--- src/lamp_defs.svh ---
// Constants for the expansion card status lamp block.
// Assumes a 25 MHz system clock and a 32-bit classic Wishbone bus.
`ifndef LAMP_DEFS_SVH
`define LAMP_DEFS_SVH

// ----------------------------------------------------------------------------
// Timing
// ----------------------------------------------------------------------------
`define CLK_PERIOD_NS     40
`define BLINK_TICK_NS     125000000
`define BLINK_TICK_CYCLES ((`BLINK_TICK_NS) / (`CLK_PERIOD_NS))
`define TICK_CNT_W        24

// ----------------------------------------------------------------------------
// Blink phase bits: each bit toggles at half the rate of the one below.
// ----------------------------------------------------------------------------
`define PH_4HZ            0
`define PH_2HZ            1
`define PH_1HZ            2
`define PH_HALF_HZ        3

// ----------------------------------------------------------------------------
// Register map (byte addresses) and fields
// ----------------------------------------------------------------------------
`define WB_ADDR_W         8
`define ADDR_CTRL         8'h00
`define ADDR_RELAY        8'h04
`define ADDR_INPUTS       8'h08
`define ADDR_IRQ_STAT     8'h0C
`define ADDR_IRQ_MASK     8'h10
`define CTRL_LINK_HI      1
`define CTRL_LINK_LO      0
`define CTRL_ONLINE       2
`define CTRL_OFFLINE      3
`define CTRL_DIAG_EN      4
`define CTRL_CFG_LEN_ERR  5
`define CTRL_PARAM_ERR    6
`define CTRL_ASIC_ERR     7
`define RELAY_RESET       6'h00
`define MASK_RESET        2'h0
`define RDATA_ZERO        32'h0000_0000

`endif

--- src/lamp_pkg.sv ---
// Types for the expansion card status lamp block.
// Assumes lamp_defs.svh is on the include path.
`include "lamp_defs.svh"

package lamp_pkg;

   // Connection state toward the control board, written by software.
   typedef enum logic [1:0] {
      LINK_DOWN    = 2'b00,
      LINK_JOINING = 2'b01,
      LINK_UP      = 2'b10,
      LINK_SPARE   = 2'b11
   } link_mode_t;

   // Pattern chosen for the offline/fault lamp.
   typedef enum logic [2:0] {
      FL_DARK    = 3'b000,
      FL_STEADY  = 3'b001,
      FL_HALF_HZ = 3'b010,
      FL_1HZ     = 3'b011,
      FL_2HZ     = 3'b100,
      FL_4HZ     = 3'b101
   } fault_lamp_t;

   // State of the tick generator.
   typedef struct packed {
      logic [`TICK_CNT_W-1:0] count;
      logic                   tick;
   } tick_state_t;

   // Whole state of the lamp block.
   typedef struct packed {
      link_mode_t  link_mode;
      logic        online;
      logic        offline;
      logic        diag_en;
      logic        cfg_len_err;
      logic        param_err;
      logic        asic_err;
      logic [5:0]  relay;
      logic [1:0]  irq_stat;
      logic [1:0]  irq_mask;
      logic [1:0]  in_sync1;
      logic [1:0]  in_sync2;
      logic [1:0]  in_prev;
      logic [3:0]  phase;
      logic        link_lamp;
      logic        online_lamp;
      logic        offline_lamp;
      logic        ack;
      logic [31:0] rdata;
      logic        irq;
   } state_t;

endpackage

--- src/blink_tick_gen.sv ---
// Tick generator giving one pulse every CYCLES clock cycles.
// Assumes a free-running clock and a clock enable that freezes it.
`include "lamp_defs.svh"

module blink_tick_gen #(
   parameter int unsigned CYCLES = `BLINK_TICK_CYCLES
) (
   input  wire logic clk_in,
   input  wire logic reset_n_in,
   input  wire logic ce_in,
   output logic      tick_out
);
   import lamp_pkg::*;

   localparam logic [`TICK_CNT_W-1:0] LAST = `TICK_CNT_W'(CYCLES - 1);

   tick_state_t st_r;
   tick_state_t st_nxt;

   // ------------------------------------------------------------------------
   // Next state
   // ------------------------------------------------------------------------
   // Count up through the period and pulse at its end.
   always_comb begin
      st_nxt = st_r;
      st_nxt.tick = 1'b0;
      if (st_r.count == LAST) begin
         st_nxt.count = '0;
         st_nxt.tick = 1'b1;
      end else begin
         st_nxt.count = st_r.count + `TICK_CNT_W'(1);
      end
   end

   // Register the state; a low clock enable holds it.
   always_ff @(posedge clk_in or negedge reset_n_in) begin
      if (!reset_n_in) begin
         st_r <= '0;
      end else if (ce_in) begin
         st_r <= st_nxt;
      end
   end

   assign tick_out = st_r.tick;

endmodule // blink_tick_gen

--- src/expansion_card_status_lamps.sv ---
// Status lamp logic for drive expansion cards, with a Wishbone register file.
// Assumes a classic Wishbone master on clk_in and asynchronous pin inputs.
`include "lamp_defs.svh"

module expansion_card_status_lamps #(
   parameter int unsigned BLINK_TICK_CYCLES = `BLINK_TICK_CYCLES
) (
   input  wire logic                  clk_in,
   input  wire logic                  reset_n_in,
   input  wire logic                  ce_in,
   input  wire logic                  wb_cyc_in,
   input  wire logic                  wb_stb_in,
   input  wire logic                  wb_we_in,
   input  wire logic [`WB_ADDR_W-1:0] wb_adr_in,
   input  wire logic [31:0]           wb_dat_in,
   input  wire logic [3:0]            wb_sel_in,
   output logic      [31:0]           wb_dat_out,
   output logic                       wb_ack_out,
   output logic                       irq_out,
   input  wire logic                  digital_input_one_in,
   input  wire logic                  digital_input_two_in,
   output logic                       relay_output_five_out,
   output logic                       relay_output_six_out,
   output logic                       relay_output_seven_out,
   output logic                       relay_output_eight_out,
   output logic                       relay_output_nine_out,
   output logic                       relay_output_ten_out,
   output logic      [5:0]            relay_lamp_out,
   output logic                       link_state_lamp_out,
   output logic                       online_lamp_out,
   output logic                       offline_fault_lamp_out
);
   import lamp_pkg::*;

   state_t      st_r;
   state_t      st_nxt;
   logic        tick;
   logic        req;
   logic        wr;
   logic [1:0]  edges;
   logic [1:0]  clr;
   fault_lamp_t fmode;

   // ------------------------------------------------------------------------
   // Blink time base
   // ------------------------------------------------------------------------
   // One tick every 125 ms drives the four-bit blink phase counter.
   blink_tick_gen #(
      .CYCLES   (BLINK_TICK_CYCLES)
   ) u_tick (
      .clk_in     (clk_in),
      .reset_n_in (reset_n_in),
      .ce_in      (ce_in),
      .tick_out   (tick)
   );

   // ------------------------------------------------------------------------
   // Next state
   // ------------------------------------------------------------------------
   always_comb begin
      st_nxt = st_r;
      fmode = FL_DARK;

      // Two-stage synchronisers, then an edge detector on the second stage.
      st_nxt.in_sync1 = {digital_input_two_in, digital_input_one_in};
      st_nxt.in_sync2 = st_r.in_sync1;
      st_nxt.in_prev = st_r.in_sync2;
      edges = st_r.in_sync2 ^ st_r.in_prev;

      // Advance the blink phase on each time-base tick.
      if (tick) begin
         st_nxt.phase = st_r.phase + 4'h1;
      end

      // Bus handshake: ack one cycle after the request, then drop it.
      req = wb_cyc_in & wb_stb_in;
      st_nxt.ack = req & ~st_r.ack;
      wr = req & wb_we_in & st_r.ack & wb_sel_in[0];
      clr = 2'h0;
      if (wr) begin
         case (wb_adr_in)
            `ADDR_CTRL: begin
               st_nxt.link_mode =
                  link_mode_t'(wb_dat_in[`CTRL_LINK_HI:`CTRL_LINK_LO]);
               st_nxt.online = wb_dat_in[`CTRL_ONLINE];
               st_nxt.offline = wb_dat_in[`CTRL_OFFLINE];
               st_nxt.diag_en = wb_dat_in[`CTRL_DIAG_EN];
               st_nxt.cfg_len_err = wb_dat_in[`CTRL_CFG_LEN_ERR];
               st_nxt.param_err = wb_dat_in[`CTRL_PARAM_ERR];
               st_nxt.asic_err = wb_dat_in[`CTRL_ASIC_ERR];
            end
            // Relay commands come from software, which must pace them slowly.
            `ADDR_RELAY: begin
               st_nxt.relay = wb_dat_in[5:0];
            end
            `ADDR_IRQ_STAT: begin
               clr = wb_dat_in[1:0];
            end
            `ADDR_IRQ_MASK: begin
               st_nxt.irq_mask = wb_dat_in[1:0];
            end
            default: begin
            end
         endcase
      end

      // Sticky input-edge flags; a new edge wins over a clear.
      st_nxt.irq_stat = (st_r.irq_stat & ~clr) | edges;
      st_nxt.irq = |(st_r.irq_stat & st_r.irq_mask);

      // Read data is prepared together with the ack; zero otherwise.
      st_nxt.rdata = `RDATA_ZERO;
      if (req & ~st_r.ack & ~wb_we_in) begin
         case (wb_adr_in)
            `ADDR_CTRL: begin
               st_nxt.rdata[7:0] = {st_r.asic_err, st_r.param_err,
                                    st_r.cfg_len_err, st_r.diag_en,
                                    st_r.offline, st_r.online,
                                    st_r.link_mode};
            end
            `ADDR_RELAY: begin
               st_nxt.rdata[5:0] = st_r.relay;
            end
            `ADDR_INPUTS: begin
               st_nxt.rdata[4:0] = {st_r.offline_lamp, st_r.online_lamp,
                                    st_r.link_lamp, st_r.in_sync2};
            end
            `ADDR_IRQ_STAT: begin
               st_nxt.rdata[1:0] = st_r.irq_stat;
            end
            `ADDR_IRQ_MASK: begin
               st_nxt.rdata[1:0] = st_r.irq_mask;
            end
            default: begin
            end
         endcase
      end

      // Connection lamp: steady while joining, blinking when up, else dark.
      case (st_r.link_mode)
         LINK_JOINING: st_nxt.link_lamp = 1'b1;
         LINK_UP:      st_nxt.link_lamp = ~st_r.phase[`PH_1HZ];
         default:      st_nxt.link_lamp = 1'b0;
      endcase

      // Online lamp follows the online state.
      st_nxt.online_lamp = st_r.online;

      // Offline/fault pattern: one rate only, highest priority first.
      if (!st_r.diag_en) begin
         fmode = FL_DARK;
      end else if (st_r.asic_err) begin
         fmode = FL_4HZ;
      end else if (st_r.param_err) begin
         fmode = FL_2HZ;
      end else if (st_r.cfg_len_err) begin
         fmode = FL_1HZ;
      end else if (st_r.offline) begin
         fmode = FL_STEADY;
      end else begin
         fmode = FL_HALF_HZ;
      end
      case (fmode)
         FL_STEADY:  st_nxt.offline_lamp = 1'b1;
         FL_HALF_HZ: st_nxt.offline_lamp = ~st_r.phase[`PH_HALF_HZ];
         FL_1HZ:     st_nxt.offline_lamp = ~st_r.phase[`PH_1HZ];
         FL_2HZ:     st_nxt.offline_lamp = ~st_r.phase[`PH_2HZ];
         FL_4HZ:     st_nxt.offline_lamp = ~st_r.phase[`PH_4HZ];
         default:    st_nxt.offline_lamp = 1'b0;
      endcase
   end

   // ------------------------------------------------------------------------
   // State register
   // ------------------------------------------------------------------------
   // Reset clears all state; a low clock enable freezes it.
   always_ff @(posedge clk_in or negedge reset_n_in) begin
      if (!reset_n_in) begin
         st_r <= '0;
         st_r.relay <= `RELAY_RESET;
         st_r.irq_mask <= `MASK_RESET;
      end else if (ce_in) begin
         st_r <= st_nxt;
      end
   end

   // ------------------------------------------------------------------------
   // Outputs, all straight from state flip-flops
   // ------------------------------------------------------------------------
   // Relay lamps and relay outputs share the relay command flops.
   assign relay_lamp_out = st_r.relay;
   assign relay_output_five_out = st_r.relay[0];
   assign relay_output_six_out = st_r.relay[1];
   assign relay_output_seven_out = st_r.relay[2];
   assign relay_output_eight_out = st_r.relay[3];
   assign relay_output_nine_out = st_r.relay[4];
   assign relay_output_ten_out = st_r.relay[5];
   assign link_state_lamp_out = st_r.link_lamp;
   assign online_lamp_out = st_r.online_lamp;
   assign offline_fault_lamp_out = st_r.offline_lamp;
   assign wb_dat_out = st_r.rdata;
   assign wb_ack_out = st_r.ack;
   assign irq_out = st_r.irq;

   // ------------------------------------------------------------------------
   // Checks
   // ------------------------------------------------------------------------
   // A relay write shows on the relay lamps and on relay output ten.
   property p_relay_lamp;
      @(posedge clk_in) disable iff (!reset_n_in)
      (ce_in && wr && wb_adr_in == `ADDR_RELAY)
      |=> (relay_lamp_out == $past(wb_dat_in[5:0]))
          && (relay_output_ten_out == $past(wb_dat_in[5]));
   endproperty
   a_relay_lamp: assert property (p_relay_lamp)
      else $error("relay lamp does not follow relay command");

   // Joining holds the connection lamp lit.
   property p_link_joining;
      @(posedge clk_in) disable iff (!reset_n_in)
      (ce_in && st_r.link_mode == LINK_JOINING) |=> link_state_lamp_out;
   endproperty
   a_link_joining: assert property (p_link_joining)
      else $error("connection lamp dark while joining");

   // Link up blinks the lamp from the 1 Hz phase bit.
   property p_link_up;
      @(posedge clk_in) disable iff (!reset_n_in)
      (ce_in && st_r.link_mode == LINK_UP)
      |=> link_state_lamp_out == !$past(st_r.phase[`PH_1HZ]);
   endproperty
   a_link_up: assert property (p_link_up)
      else $error("connection lamp not blinking at 1 Hz");

   // No link keeps the connection lamp dark.
   property p_link_down;
      @(posedge clk_in) disable iff (!reset_n_in)
      (ce_in && st_r.link_mode == LINK_DOWN) |=> !link_state_lamp_out;
   endproperty
   a_link_down: assert property (p_link_down)
      else $error("connection lamp lit without link");

   // A settled input level reaches the synchronised copy within three cycles.
   property p_input_capture;
      @(posedge clk_in) disable iff (!reset_n_in)
      ($rose(digital_input_one_in)
       ##0 (ce_in && digital_input_one_in) [*3]) |=> st_r.in_sync2[0];
   endproperty
   a_input_capture: assert property (p_input_capture)
      else $error("digital input rise not captured");

   // Online lamp mirrors the online state one cycle later.
   property p_online;
      @(posedge clk_in) disable iff (!reset_n_in)
      ce_in |=> online_lamp_out == $past(st_r.online);
   endproperty
   a_online: assert property (p_online)
      else $error("online lamp disagrees with online state");

   // Offline without faults lights the lamp steadily.
   property p_offline_steady;
      @(posedge clk_in) disable iff (!reset_n_in)
      (ce_in && st_r.diag_en && st_r.offline && !st_r.asic_err
       && !st_r.param_err && !st_r.cfg_len_err) |=> offline_fault_lamp_out;
   endproperty
   a_offline_steady: assert property (p_offline_steady)
      else $error("offline lamp not steady while offline");

   // Not offline and no faults: the slow blink.
   property p_not_offline;
      @(posedge clk_in) disable iff (!reset_n_in)
      (ce_in && st_r.diag_en && !st_r.offline && !st_r.asic_err
       && !st_r.param_err && !st_r.cfg_len_err)
      |=> offline_fault_lamp_out == !$past(st_r.phase[`PH_HALF_HZ]);
   endproperty
   a_not_offline: assert property (p_not_offline)
      else $error("offline lamp not blinking while not offline");

   // Length mismatch alone gives the 1 Hz blink.
   property p_cfg_len;
      @(posedge clk_in) disable iff (!reset_n_in)
      (ce_in && st_r.diag_en && st_r.cfg_len_err && !st_r.param_err
       && !st_r.asic_err)
      |=> offline_fault_lamp_out == !$past(st_r.phase[`PH_1HZ]);
   endproperty
   a_cfg_len: assert property (p_cfg_len)
      else $error("offline lamp not at 1 Hz on length error");

   // Parameter error outranks the length error with 2 Hz.
   property p_param;
      @(posedge clk_in) disable iff (!reset_n_in)
      (ce_in && st_r.diag_en && st_r.param_err && !st_r.asic_err)
      |=> offline_fault_lamp_out == !$past(st_r.phase[`PH_2HZ]);
   endproperty
   a_param: assert property (p_param)
      else $error("offline lamp not at 2 Hz on parameter error");

   // Interface start-up failure outranks every other fault with 4 Hz.
   property p_asic;
      @(posedge clk_in) disable iff (!reset_n_in)
      (ce_in && st_r.diag_en && st_r.asic_err)
      |=> offline_fault_lamp_out == !$past(st_r.phase[`PH_4HZ]);
   endproperty
   a_asic: assert property (p_asic)
      else $error("offline lamp not at 4 Hz on start-up failure");

   // Diagnosis off darkens the lamp whatever the faults.
   property p_diag_off;
      @(posedge clk_in) disable iff (!reset_n_in)
      (ce_in && !st_r.diag_en) |=> !offline_fault_lamp_out;
   endproperty
   a_diag_off: assert property (p_diag_off)
      else $error("offline lamp lit with diagnosis disabled");

endmodule // expansion_card_status_lamps

--- config.mk ---
export PLATFORM = sky130hd
export DESIGN_NAME = expansion_card_status_lamps
export DESIGN_NICKNAME = d
export VERILOG_FILES = /design/src/lamp_pkg.sv /design/src/blink_tick_gen.sv /design/src/expansion_card_status_lamps.sv
export VERILOG_INCLUDE_DIRS = /design/src
export SDC_FILE = /design/constraint.sdc
export NUM_CORES = 1
export LEC_CHECK = 0
export ABC_AREA = 1
export BUFFER_PORTS_ARGS = -buffer_cell sky130_fd_sc_hd__clkbuf_2
export CAP_MARGIN = 20
export CORE_ASPECT_RATIO = 1.1
export CORE_MARGIN = 3
export CORE_UTILIZATION = 53
export CTS_CLUSTER_SIZE = 12
export DETAILED_ROUTE_END_ITERATION = 8
export PLACE_DENSITY_LB_ADDON = 0.2
export SYNTH_ARGS = -nofsm -noshare
export SYNTH_HDL_FRONTEND = slang
export SYNTH_SLANG_ARGS = --single-unit
--- constraint.sdc ---
create_clock -name clk_in -period 1.55 [get_ports clk_in]
set_input_delay 0.0775 -clock clk_in [delete_from_list [all_inputs] [get_ports clk_in]]
set_output_delay 0.0775 -clock clk_in [all_outputs]
set_load 0.005 [all_outputs]
==> key figures, run 1 <==
CTS
  – Clock tree from TritonCTS: done
  – CTS Buffer Depth: 2
  – Clk Latency, worst-skew pair: 0.35 ns
  – Sink Count: 66
  – Clock Tree Root: clkbuf_8
  – H-tree depth: 3
  – Clock slew at reported path FFs: around 0.070 ns
  – CTS buffer count: 9

Routing
  – DR DRC count: 0
  – Detailed-route wire length: between 8000 and 9000 µm
  – DRT antenna net count: 0
  – Wire per inst: 12.5 µm
  – Starting DRT DRC Count: 144
  – Via density: between 4 and 5
  – Vias: about 3200
  – Initial DRT Pass Iterations: 5

Timing
  – Minimum hold slack: about 0.026 ns
  – Final Hold Viols: 0
  – Clock Skews: approximately 0.0080 ns
  – RSZ-0062 raised after global routing: true
  – F_max: about 670 MHz
  – Final-report setup violation count: 0
  – Crit share post-route: 0.957
  – Total negative slack: 0 ns
  – Post-layout minimum cycle time: 1.48 ns
  – Max-slew violations: 0

Floorplan
  – Core footprint: 6790 µm²
  – FP Rows: 31
  – Die width: approximately 87 µm
  – Die area: 8280 µm²
  – Die height: 95.2 µm
  – I/O Pins: between 100 and 150
  – Initial Util: 0.564

Logic synthesis
  – Adder-Cell Fraction of Synth Area: 0.0131
  – Yosys warning total: 0
  – Simple-gate portion of the synthesized area: 0.306
  – Post-Synthesis Cells: 504
  – Synth Register Bits: 66
  – Synthesized area per cell: around 7.6 µm²
  – Mux cell area share after synthesis: 0.00294
  – Post-synthesis xor/xnor area fraction: 0.0229
  – Sequential area share after synthesis: 0.431
  – Mapped Area: approximately 3800 µm²
  – Largest family of logic cells by synthesized area: simple AND/OR/NAND/NOR gates
  – Synth Area in Compound Gates: 0.0680
  – Count of cell types in the netlist: 36

Power
  – Pleak: 2.43 nW
  – Total power: 0.00377 W
  – Max IR drop VDD: roughly 700 µV
  – PwrDens: between 800 and 900 nW/µm²

Worst setup path
  – Worst setup SP type: flop
  – Worst Setup Path Type: flop to flop
  – FF-to-FF Start: u_tick.st_r[1]$_DFFE_PN0P_
  – CP Capture Type: flop
  – Worst R2R End: u_tick.st_r[19]$_DFFE_PN0P_
  – R2r setup slk: approximately 0.066 ns
  – Critical path fanouts, max: 6
  – Critical path data required time: ~1.8 ns
  – CP arrival: around 1.7 ns
  – Worst-case reg-to-reg path depth: 9

GRT
  – Overall Global Routing Usage: 0.216
  – Largest net degree at the start of global routing: 67
  – First-pass GRT wire length: roughly 14000 µm
  – Vias in the first global route: ~3000
  – GRT overflow: 0
  – Initial antenna violation count: 0

Cells and area
  – Cell Count, Final, Fillers Out: roughly 660
  – Fill count: 606
  – Area Overhead vs Synth: 14.2%
  – Final core occ: 0.645
  – Layout cells sized above 1: 0.195
  – Most common cell after layout, fill and taps aside: nand2_1
  – Leading cell types in the layout, fill and taps excluded: nand2_1, dfrtp_1, inv_1
  – Nets: 626
  – Antenna Cells: 0

Hold path
  – Hold path depth: 3
  – Worst hold start: wb_dat_in[1]
  – Worst min-delay path endpoint: st_r[64]$_DFFE_PN0P_
  – Hold Crit Class: input pin to flop

Place
  – Routability congestion estimate: around 0.86
  – Port Buf Inserts: 49
  – Placed cell count: between 600 and 700
  – Detail Placement HPWL: approximately 6000 µm

Flow run
  – Max_cap viols: 0

Run status
  – Status: complete, no violations
## state kept, by name (all words and copies together) (netlist names)
register,cells
st_nxt,5
irq_out,1
relay_lamp_out,6
u_tick.tick_out,1
wb_dat_out,8
wb_ack_out,1
offline_fault_lamp_out,1
link_state_lamp_out,1
online_lamp_out,1
st_r,17
u_tick.st_r,24
## power breakdown
part           leakage [nW]  switching, W  total, W  internal, W
sequential            0.832     0.0000980   0.00191      0.00181
combinational          1.50      0.000303  0.000514     0.000210
clock                0.0965      0.000639   0.00135     0.000708
## synthesized netlist by cell type
| master | number | area, µm² |
|---|---|---|
| nand2_1 | 139 | 522 |
| dfrtp_1 | 66 | 1650 |
| inv_1 | 62 | 233 |
| nor2_1 | 48 | 180 |
| buf_4 | 39 | 293 |
| nand3_1 | 36 | 180 |
| o21ai_0 | 18 | 90.1 |
| a21oi_1 | 14 | 70.1 |
| nand4_1 | 10 | 62.6 |
| o21ai_1 | 10 | 50.1 |
| xor2_1 | 9 | 78.8 |
| nand2_2 | 6 | 37.5 |
| nor2_2 | 5 | 31.3 |
| nor2_4 | 5 | 56.3 |
| nor3_1 | 5 | 25.0 |
| ha_1 | 4 | 50.1 |
| buf_6 | 3 | 33.8 |
| clkbuf_1 | 3 | 11.3 |
| inv_2 | 2 | 7.51 |
| nand3b_1 | 2 | 15.0 |
| o211ai_1 | 2 | 15.0 |
| o21bai_1 | 2 | 15.0 |
| a31oi_1 | 1 | 6.26 |
| and2_1 | 1 | 6.26 |
| buf_2 | 1 | 5.00 |
| clkinv_4 | 1 | 8.76 |
| conb_1 | 1 | 3.75 |
| mux2_2 | 1 | 11.3 |
| nand2_4 | 1 | 11.3 |
| nand3_2 | 1 | 10.0 |
| nor2_8 | 1 | 20.0 |
| nor3_2 | 1 | 10.0 |
| o22ai_1 | 1 | 6.26 |
| o31ai_1 | 1 | 7.51 |
| or2_2 | 1 | 6.26 |
| xnor2_1 | 1 | 8.76 |
## worst max path at each step
stage                          startpoint                          end  slack (ns)
6_report       u_tick.st_r[1]$_DFFE_PN0P_  u_tick.st_r[19]$_DFFE_PN0P_        0.07
5_1_grt        u_tick.st_r[1]$_DFFE_PN0P_  u_tick.st_r[17]$_DFFE_PN0P_       -0.04
4_1_cts        u_tick.st_r[1]$_DFFE_PN0P_   u_tick.st_r[9]$_DFFE_PN0P_        0.08
3_5_place_dp   u_tick.st_r[1]$_DFFE_PN0P_   u_tick.st_r[9]$_DFFE_PN0P_        0.08
3_3_place_gp   u_tick.st_r[1]$_DFFE_PN0P_   u_tick.st_r[9]$_DFFE_PN0P_        0.09
2_1_floorplan  u_tick.st_r[1]$_DFFE_PN0P_   u_tick.st_r[9]$_DFFE_PN0P_        0.12
## through the flow
stage,setup WS [ns],area [µm²]
after floorplan,0.120,3920
after detailed placement,0.0817,4070
after global placement,0.0891,4070
after CTS,0.0800,4340
final,0.0664,4380
after global routing,-0.0380,4380
## logic make-up after synthesis
group           Yosys count
mux                       1
other cells               1
buf+inv                 111
flops                    66
fa+ha+maj                 4
compound gates           49
simple gates            262
xor+xnor                 10
## timing repair
item | CTS | global route
setup endpoints to repair | 0 | 8
hold buffers | 9 | 0
resized for setup | 0 | 6
buffers inserted | 0 | 2
endpoints found under the hold margin | 78 | 0
## critical path: stages (launching register included)
cell	delay, ns
dfrtp_1	0.37
ha_2	0.21
nand2_4	0.07
nor2_4	0.15
nand2_4	0.08
nor2_4	0.18
buf_4	0.14
nand4_1	0.06
nand2_1	0.06
nor2_1	0.04
## area by class of cell
class	count	area [µm²]	share of cell area
clock inverters	2	10.0	0.00229
clock buffers	14	173	0.0395
flip-flops and latches	66	1650	0.378
well taps	82	103	0.0234
repair buffers	78	498	0.114
inverters	65	249	0.0569
multi-input cells	350	1690	0.386
## routing by layer
metal | part of all wire | vias up | GRT usage | wire length, µm
li1 | - | 1649 | - | -
met2 | 0.50 | 71 | 0.363 | 4140
met1 | 0.44 | 1497 | 0.269 | 3600
met3 | 0.040 | 13 | 0.0467 | 327
met5 | 0 | - | 0 | 0
met4 | 0.019 | 0 | 0.0857 | 153
Power figures use the tool's default switching activity.
==> run 2: changes to the inputs <==
CORE_UTILIZATION = 54   (was 53)
SLEW_MARGIN = 0   (was unset)
SYNTH_HIERARCHICAL = 1   (was unset)
==> run 2 against run 1 <==
Effect of this change:
- routed wire length up 7.3%
- clock skew down 0.00069 ns
- first-iteration DRC count up 6.9%
- die area up 3.5%
- combinational power up 40%
- critical path depth down 2
- cell count up 2.4%
- flip-flop and latch count unchanged
- count of clock-buffer cells in the layout down 3
- register-to-register slack about the same
- synthesized cell count up 3.8%
- largest cell class unchanged
==> key figures, run 2 <==
GRT
  – Overall Global Routing Usage: 0.216 (about the same)
  – First-pass GRT wire length: 14800 µm (was 13800 µm)
  – Largest net degree at the start of global routing: 67 (unchanged)
  – Initial antenna violation count: 0 (unchanged)
  – Vias in the first global route: 3324 (was 3024)
  – GRT overflow: 0 (unchanged)

Worst setup path
  – Critical path data required time: 1.78 ns (about the same)
  – CP Capture Type: flop (unchanged)
  – Worst setup SP type: flop (unchanged)
  – Worst Setup Path Type: flop to flop (unchanged)
  – CP arrival: 1.70 ns (was 1.72 ns)
  – Critical path fanouts, max: 4 (was 6)

Routing
  – DR DRC count: 0 (unchanged)
  – DRT antenna net count: 0 (unchanged)
  – Initial DRT Pass Iterations: 4 (was 5)
  – Starting DRT DRC Count: 154 (was 144)
  – Vias: 3426 (was 3230)
  – Via density: 5.09 (was 4.92)
  – Wire per inst: 13.1 µm (was 12.5 µm)
  – Detailed-route wire length: 8820 µm (was 8220 µm)

Logic synthesis
  – Sequential area share after synthesis: 0.408 (was 0.431)
  – Post-synthesis xor/xnor area fraction: 0.0151 (was 0.0229)
  – Synthesized area per cell: 7.74 µm² (was 7.60 µm²)
  – Post-synth EDFFs: 0 (unchanged)
  – Commonest cells in the netlist: nand2_1, dfrtp_1, inv_1 (unchanged)
  – Main synth FF type: dfrtp_1 (unchanged)
  – Ys async rst share: 1.00 (unchanged)
  – Count of cell types in the netlist: 36 (unchanged)
  – Mapped Area: 4050 µm² (was 3830 µm²)
  – Simple-gate portion of the synthesized area: 0.334 (was 0.306)
  – Top cells by area, synth: dfrtp_1, nand2_1, buf_4, inv_1, nand3_1 (unchanged)
  – Adder-Cell Fraction of Synth Area: 0.0124 (was 0.0131)
  – Synth Area in Compound Gates: 0.0804 (was 0.0680)
  – Yosys top cell by area: dfrtp_1 (unchanged)
  – Post-Synthesis Cells: 523 (was 504)
  – Area share of the largest cell type after synthesis: 0.408 (was 0.431)
  – Mux cell area share after synthesis: 0.00278 (was 0.00294)
  – Synth Register Bits: 66 (unchanged)
  – Largest family of logic cells by synthesized area: simple AND/OR/NAND/NOR gates (unchanged)
  – Yosys warning total: 6 (was 0)
  – Most common cell in the netlist: nand2_1 (unchanged)

Power
  – Pleak: 2.51 nW (was 2.43 nW)
  – Clock share of power: 0.356 (was 0.357)
  – Logic pwr share: 0.168 (was 0.136)
  – Net switching power: 0.00133 W (was 0.00104 W)
  – PwrDens: 932 nW/µm² (was 862 nW/µm²)
  – Sw Ratio: 0.311 (was 0.276)
  – P_int: 0.00295 W (was 0.00273 W)
  – Sequential share of power: 0.476 (was 0.507)
  – Max IR drop VDD: 627 µV (was 693 µV)

Cells and area
  – Leading cell types in the layout, fill and taps excluded: nand2_1, dfrtp_1, inv_1 (unchanged)
  – Antenna Cells: 0 (unchanged)
  – FF/Latch Area: 1650 µm² (about the same)
  – Reg with most FFs: u_tick/st_r (was u_tick.st_r)
  – Multi-input gate area: 1920 µm² (was 1690 µm²)
  – Layout cells sized above 1: 0.265 (was 0.195)
  – Area Overhead vs Synth: 13.4% (was 14.2%)
  – Most common cell after layout, fill and taps aside: nand2_1 (unchanged)
  – Largest register FFs: 24 (unchanged)
  – Nets: 639 (was 626)
  – Final instance area: 4590 µm² (was 4380 µm²)
  – Fill count: 634 (was 606)
  – Final core occ: 0.644 (was 0.645)

CTS
  – CTS Buffer Depth: 2 (unchanged)
  – Clock slew at reported path FFs: 0.07 ns (about the same)
  – H-tree depth: 3 (unchanged)
  – Clk Latency, worst-skew pair: 0.34 ns (was 0.35 ns)
  – CTS buffer count: 9 (unchanged)
  – Clock tree from TritonCTS: done (unchanged)
  – Clock Tree Root: clkbuf_8 (unchanged)
  – Sink Count: 66 (unchanged)

Floorplan
  – Die height: 96.8 µm (was 95.2 µm)
  – Initial Util: 0.568 (was 0.564)
  – FP Rows: 32 (was 31)
  – Die area: 8570 µm² (was 8280 µm²)
  – I/O Pins: 101 (unchanged)
  – Core footprint: 7130 µm² (was 6790 µm²)
  – Die width: 88.6 µm (was 87.1 µm)

Timing
  – Minimum hold slack: 0.0260 ns (was 0.0259 ns)
  – RSZ-0062 raised after global routing: true (unchanged)
  – Final-report setup violation count: 0 (unchanged)
  – Clock Skews: 0.00731 ns (was 0.00800 ns)
  – Max-slew violations: 0 (unchanged)
  – Crit share post-route: 0.951 (was 0.957)
  – F_max: 678 MHz (was 674 MHz)
  – Final Hold Viols: 0 (unchanged)
  – Post-layout minimum cycle time: 1.47 ns (was 1.48 ns)

Place
  – Detail Placement HPWL: 6680 µm (was 6010 µm)
  – Routability congestion estimate: 0.934 (was 0.858)
  – Port Buf Inserts: 49 (unchanged)
  – DP Area: 4210 µm² (was 4070 µm²)

Run status
  – Status: complete, no violations (unchanged)

Flow run
  – Max_cap viols: 0 (unchanged)

Hold path
  – Hold Crit Class: input pin to flop (unchanged)
==> run 2: critical path, cell delays in order, from the launching register on <==
cell and delay (ns):
dfrtp_1 0.43, ha_4 0.19, nand3_2 0.10, nor2_4 0.20, nand2_4 0.11, buf_4 0.15, xor2_1 0.13, inv_1 0.05
==> run 2: per-stage QoR <==
step	TNS, ns	worst slack, ns	instances	power, W
2_1_floorplan	0	0.244	546	0.00250
3_3_place_gp	0	0.0610	641	0.00267
3_5_place_dp	0	0.0453	641	0.00269
4_1_cts	0	0.0120	664	0.00424
5_1_grt	-0.0702	-0.0358	673	0.00452
6_report	0	0.0757	673	0.00428
==> run 2: area by class of cell <==
| class | instances | share of cell area |
|---|---|---|
| clock buffer | 11 | 0.0330 |
| clock inverter | 5 | 0.0131 |
| inverter | 68 | 0.0559 |
| multi-input combinational | 367 | 0.419 |
| sequential | 66 | 0.360 |
| tap | 85 | 0.0232 |
| timing repair buffer | 71 | 0.0959 |
==> run 2: what timing repair did <==
item,4_1_cts,5_1_grt
hold endpoints to repair,74,0
gates resized for setup,0,11
hold buffers,7,0
buffers inserted,0,9
setup endpoints to repair,0,17
==> run 2: power groups by stage <==
stage	Clock, W	Sequential [W]	Combinational, W
after floorplan	0	0.00199	0.000504
final	0.00152	0.00204	0.000720
after global placement	0	0.00204	0.000623
after global routing	0.00164	0.00206	0.000823
after CTS	0.00157	0.00201	0.000663
after detailed placement	0	0.00204	0.000648
==> run 2: kinds of logic (layout without fill, tap and decap cells) <==
logic type / count (synthesis) / in the layout
and+or+nand+nor: 282 / 282
buffers and inverters: 113 / 155
DFF: 66 / 66
other: 1 / 24
adders and majority gates: 4 / 4
xor gates and xnor gates: 7 / 7
AOI/OAI and AO/OA: 49 / 49
muxes: 1 / 1
==> run 2: final timing paths <==
path,start,to,slack [ns],cells after the start
max,u_tick/st_r[2]$_DFFE_PN0P_,u_tick/st_r[7]$_DFFE_PN0P_,0.08,7
min,wb_dat_in[0],st_r[49]$_DFFE_PN0P_,0.03,4
max reg2reg,u_tick/st_r[2]$_DFFE_PN0P_,u_tick/st_r[7]$_DFFE_PN0P_,0.08,7
min reg2reg,st_nxt[43]$_DFFE_PN0P_,st_nxt[43]$_DFFE_PN0P_,0.48,2
max in group asynchronous,reset_n_in,u_tick/st_r[4]$_DFFE_PN0P_,0.98,3
min in group asynchronous,reset_n_in,st_nxt[41]$_DFFE_PN0P_,0.28,3
==> run 2: layer usage <==
layer / track usage / part of all wire / up-vias
met1: 0.256 / 0.40 / 1630
met2: 0.373 / 0.53 / 90
met3: 0.0443 / 0.043 / 18
met5: 0 / 0 / -
li1: - / - / 1688
met4: 0.0895 / 0.023 / 0
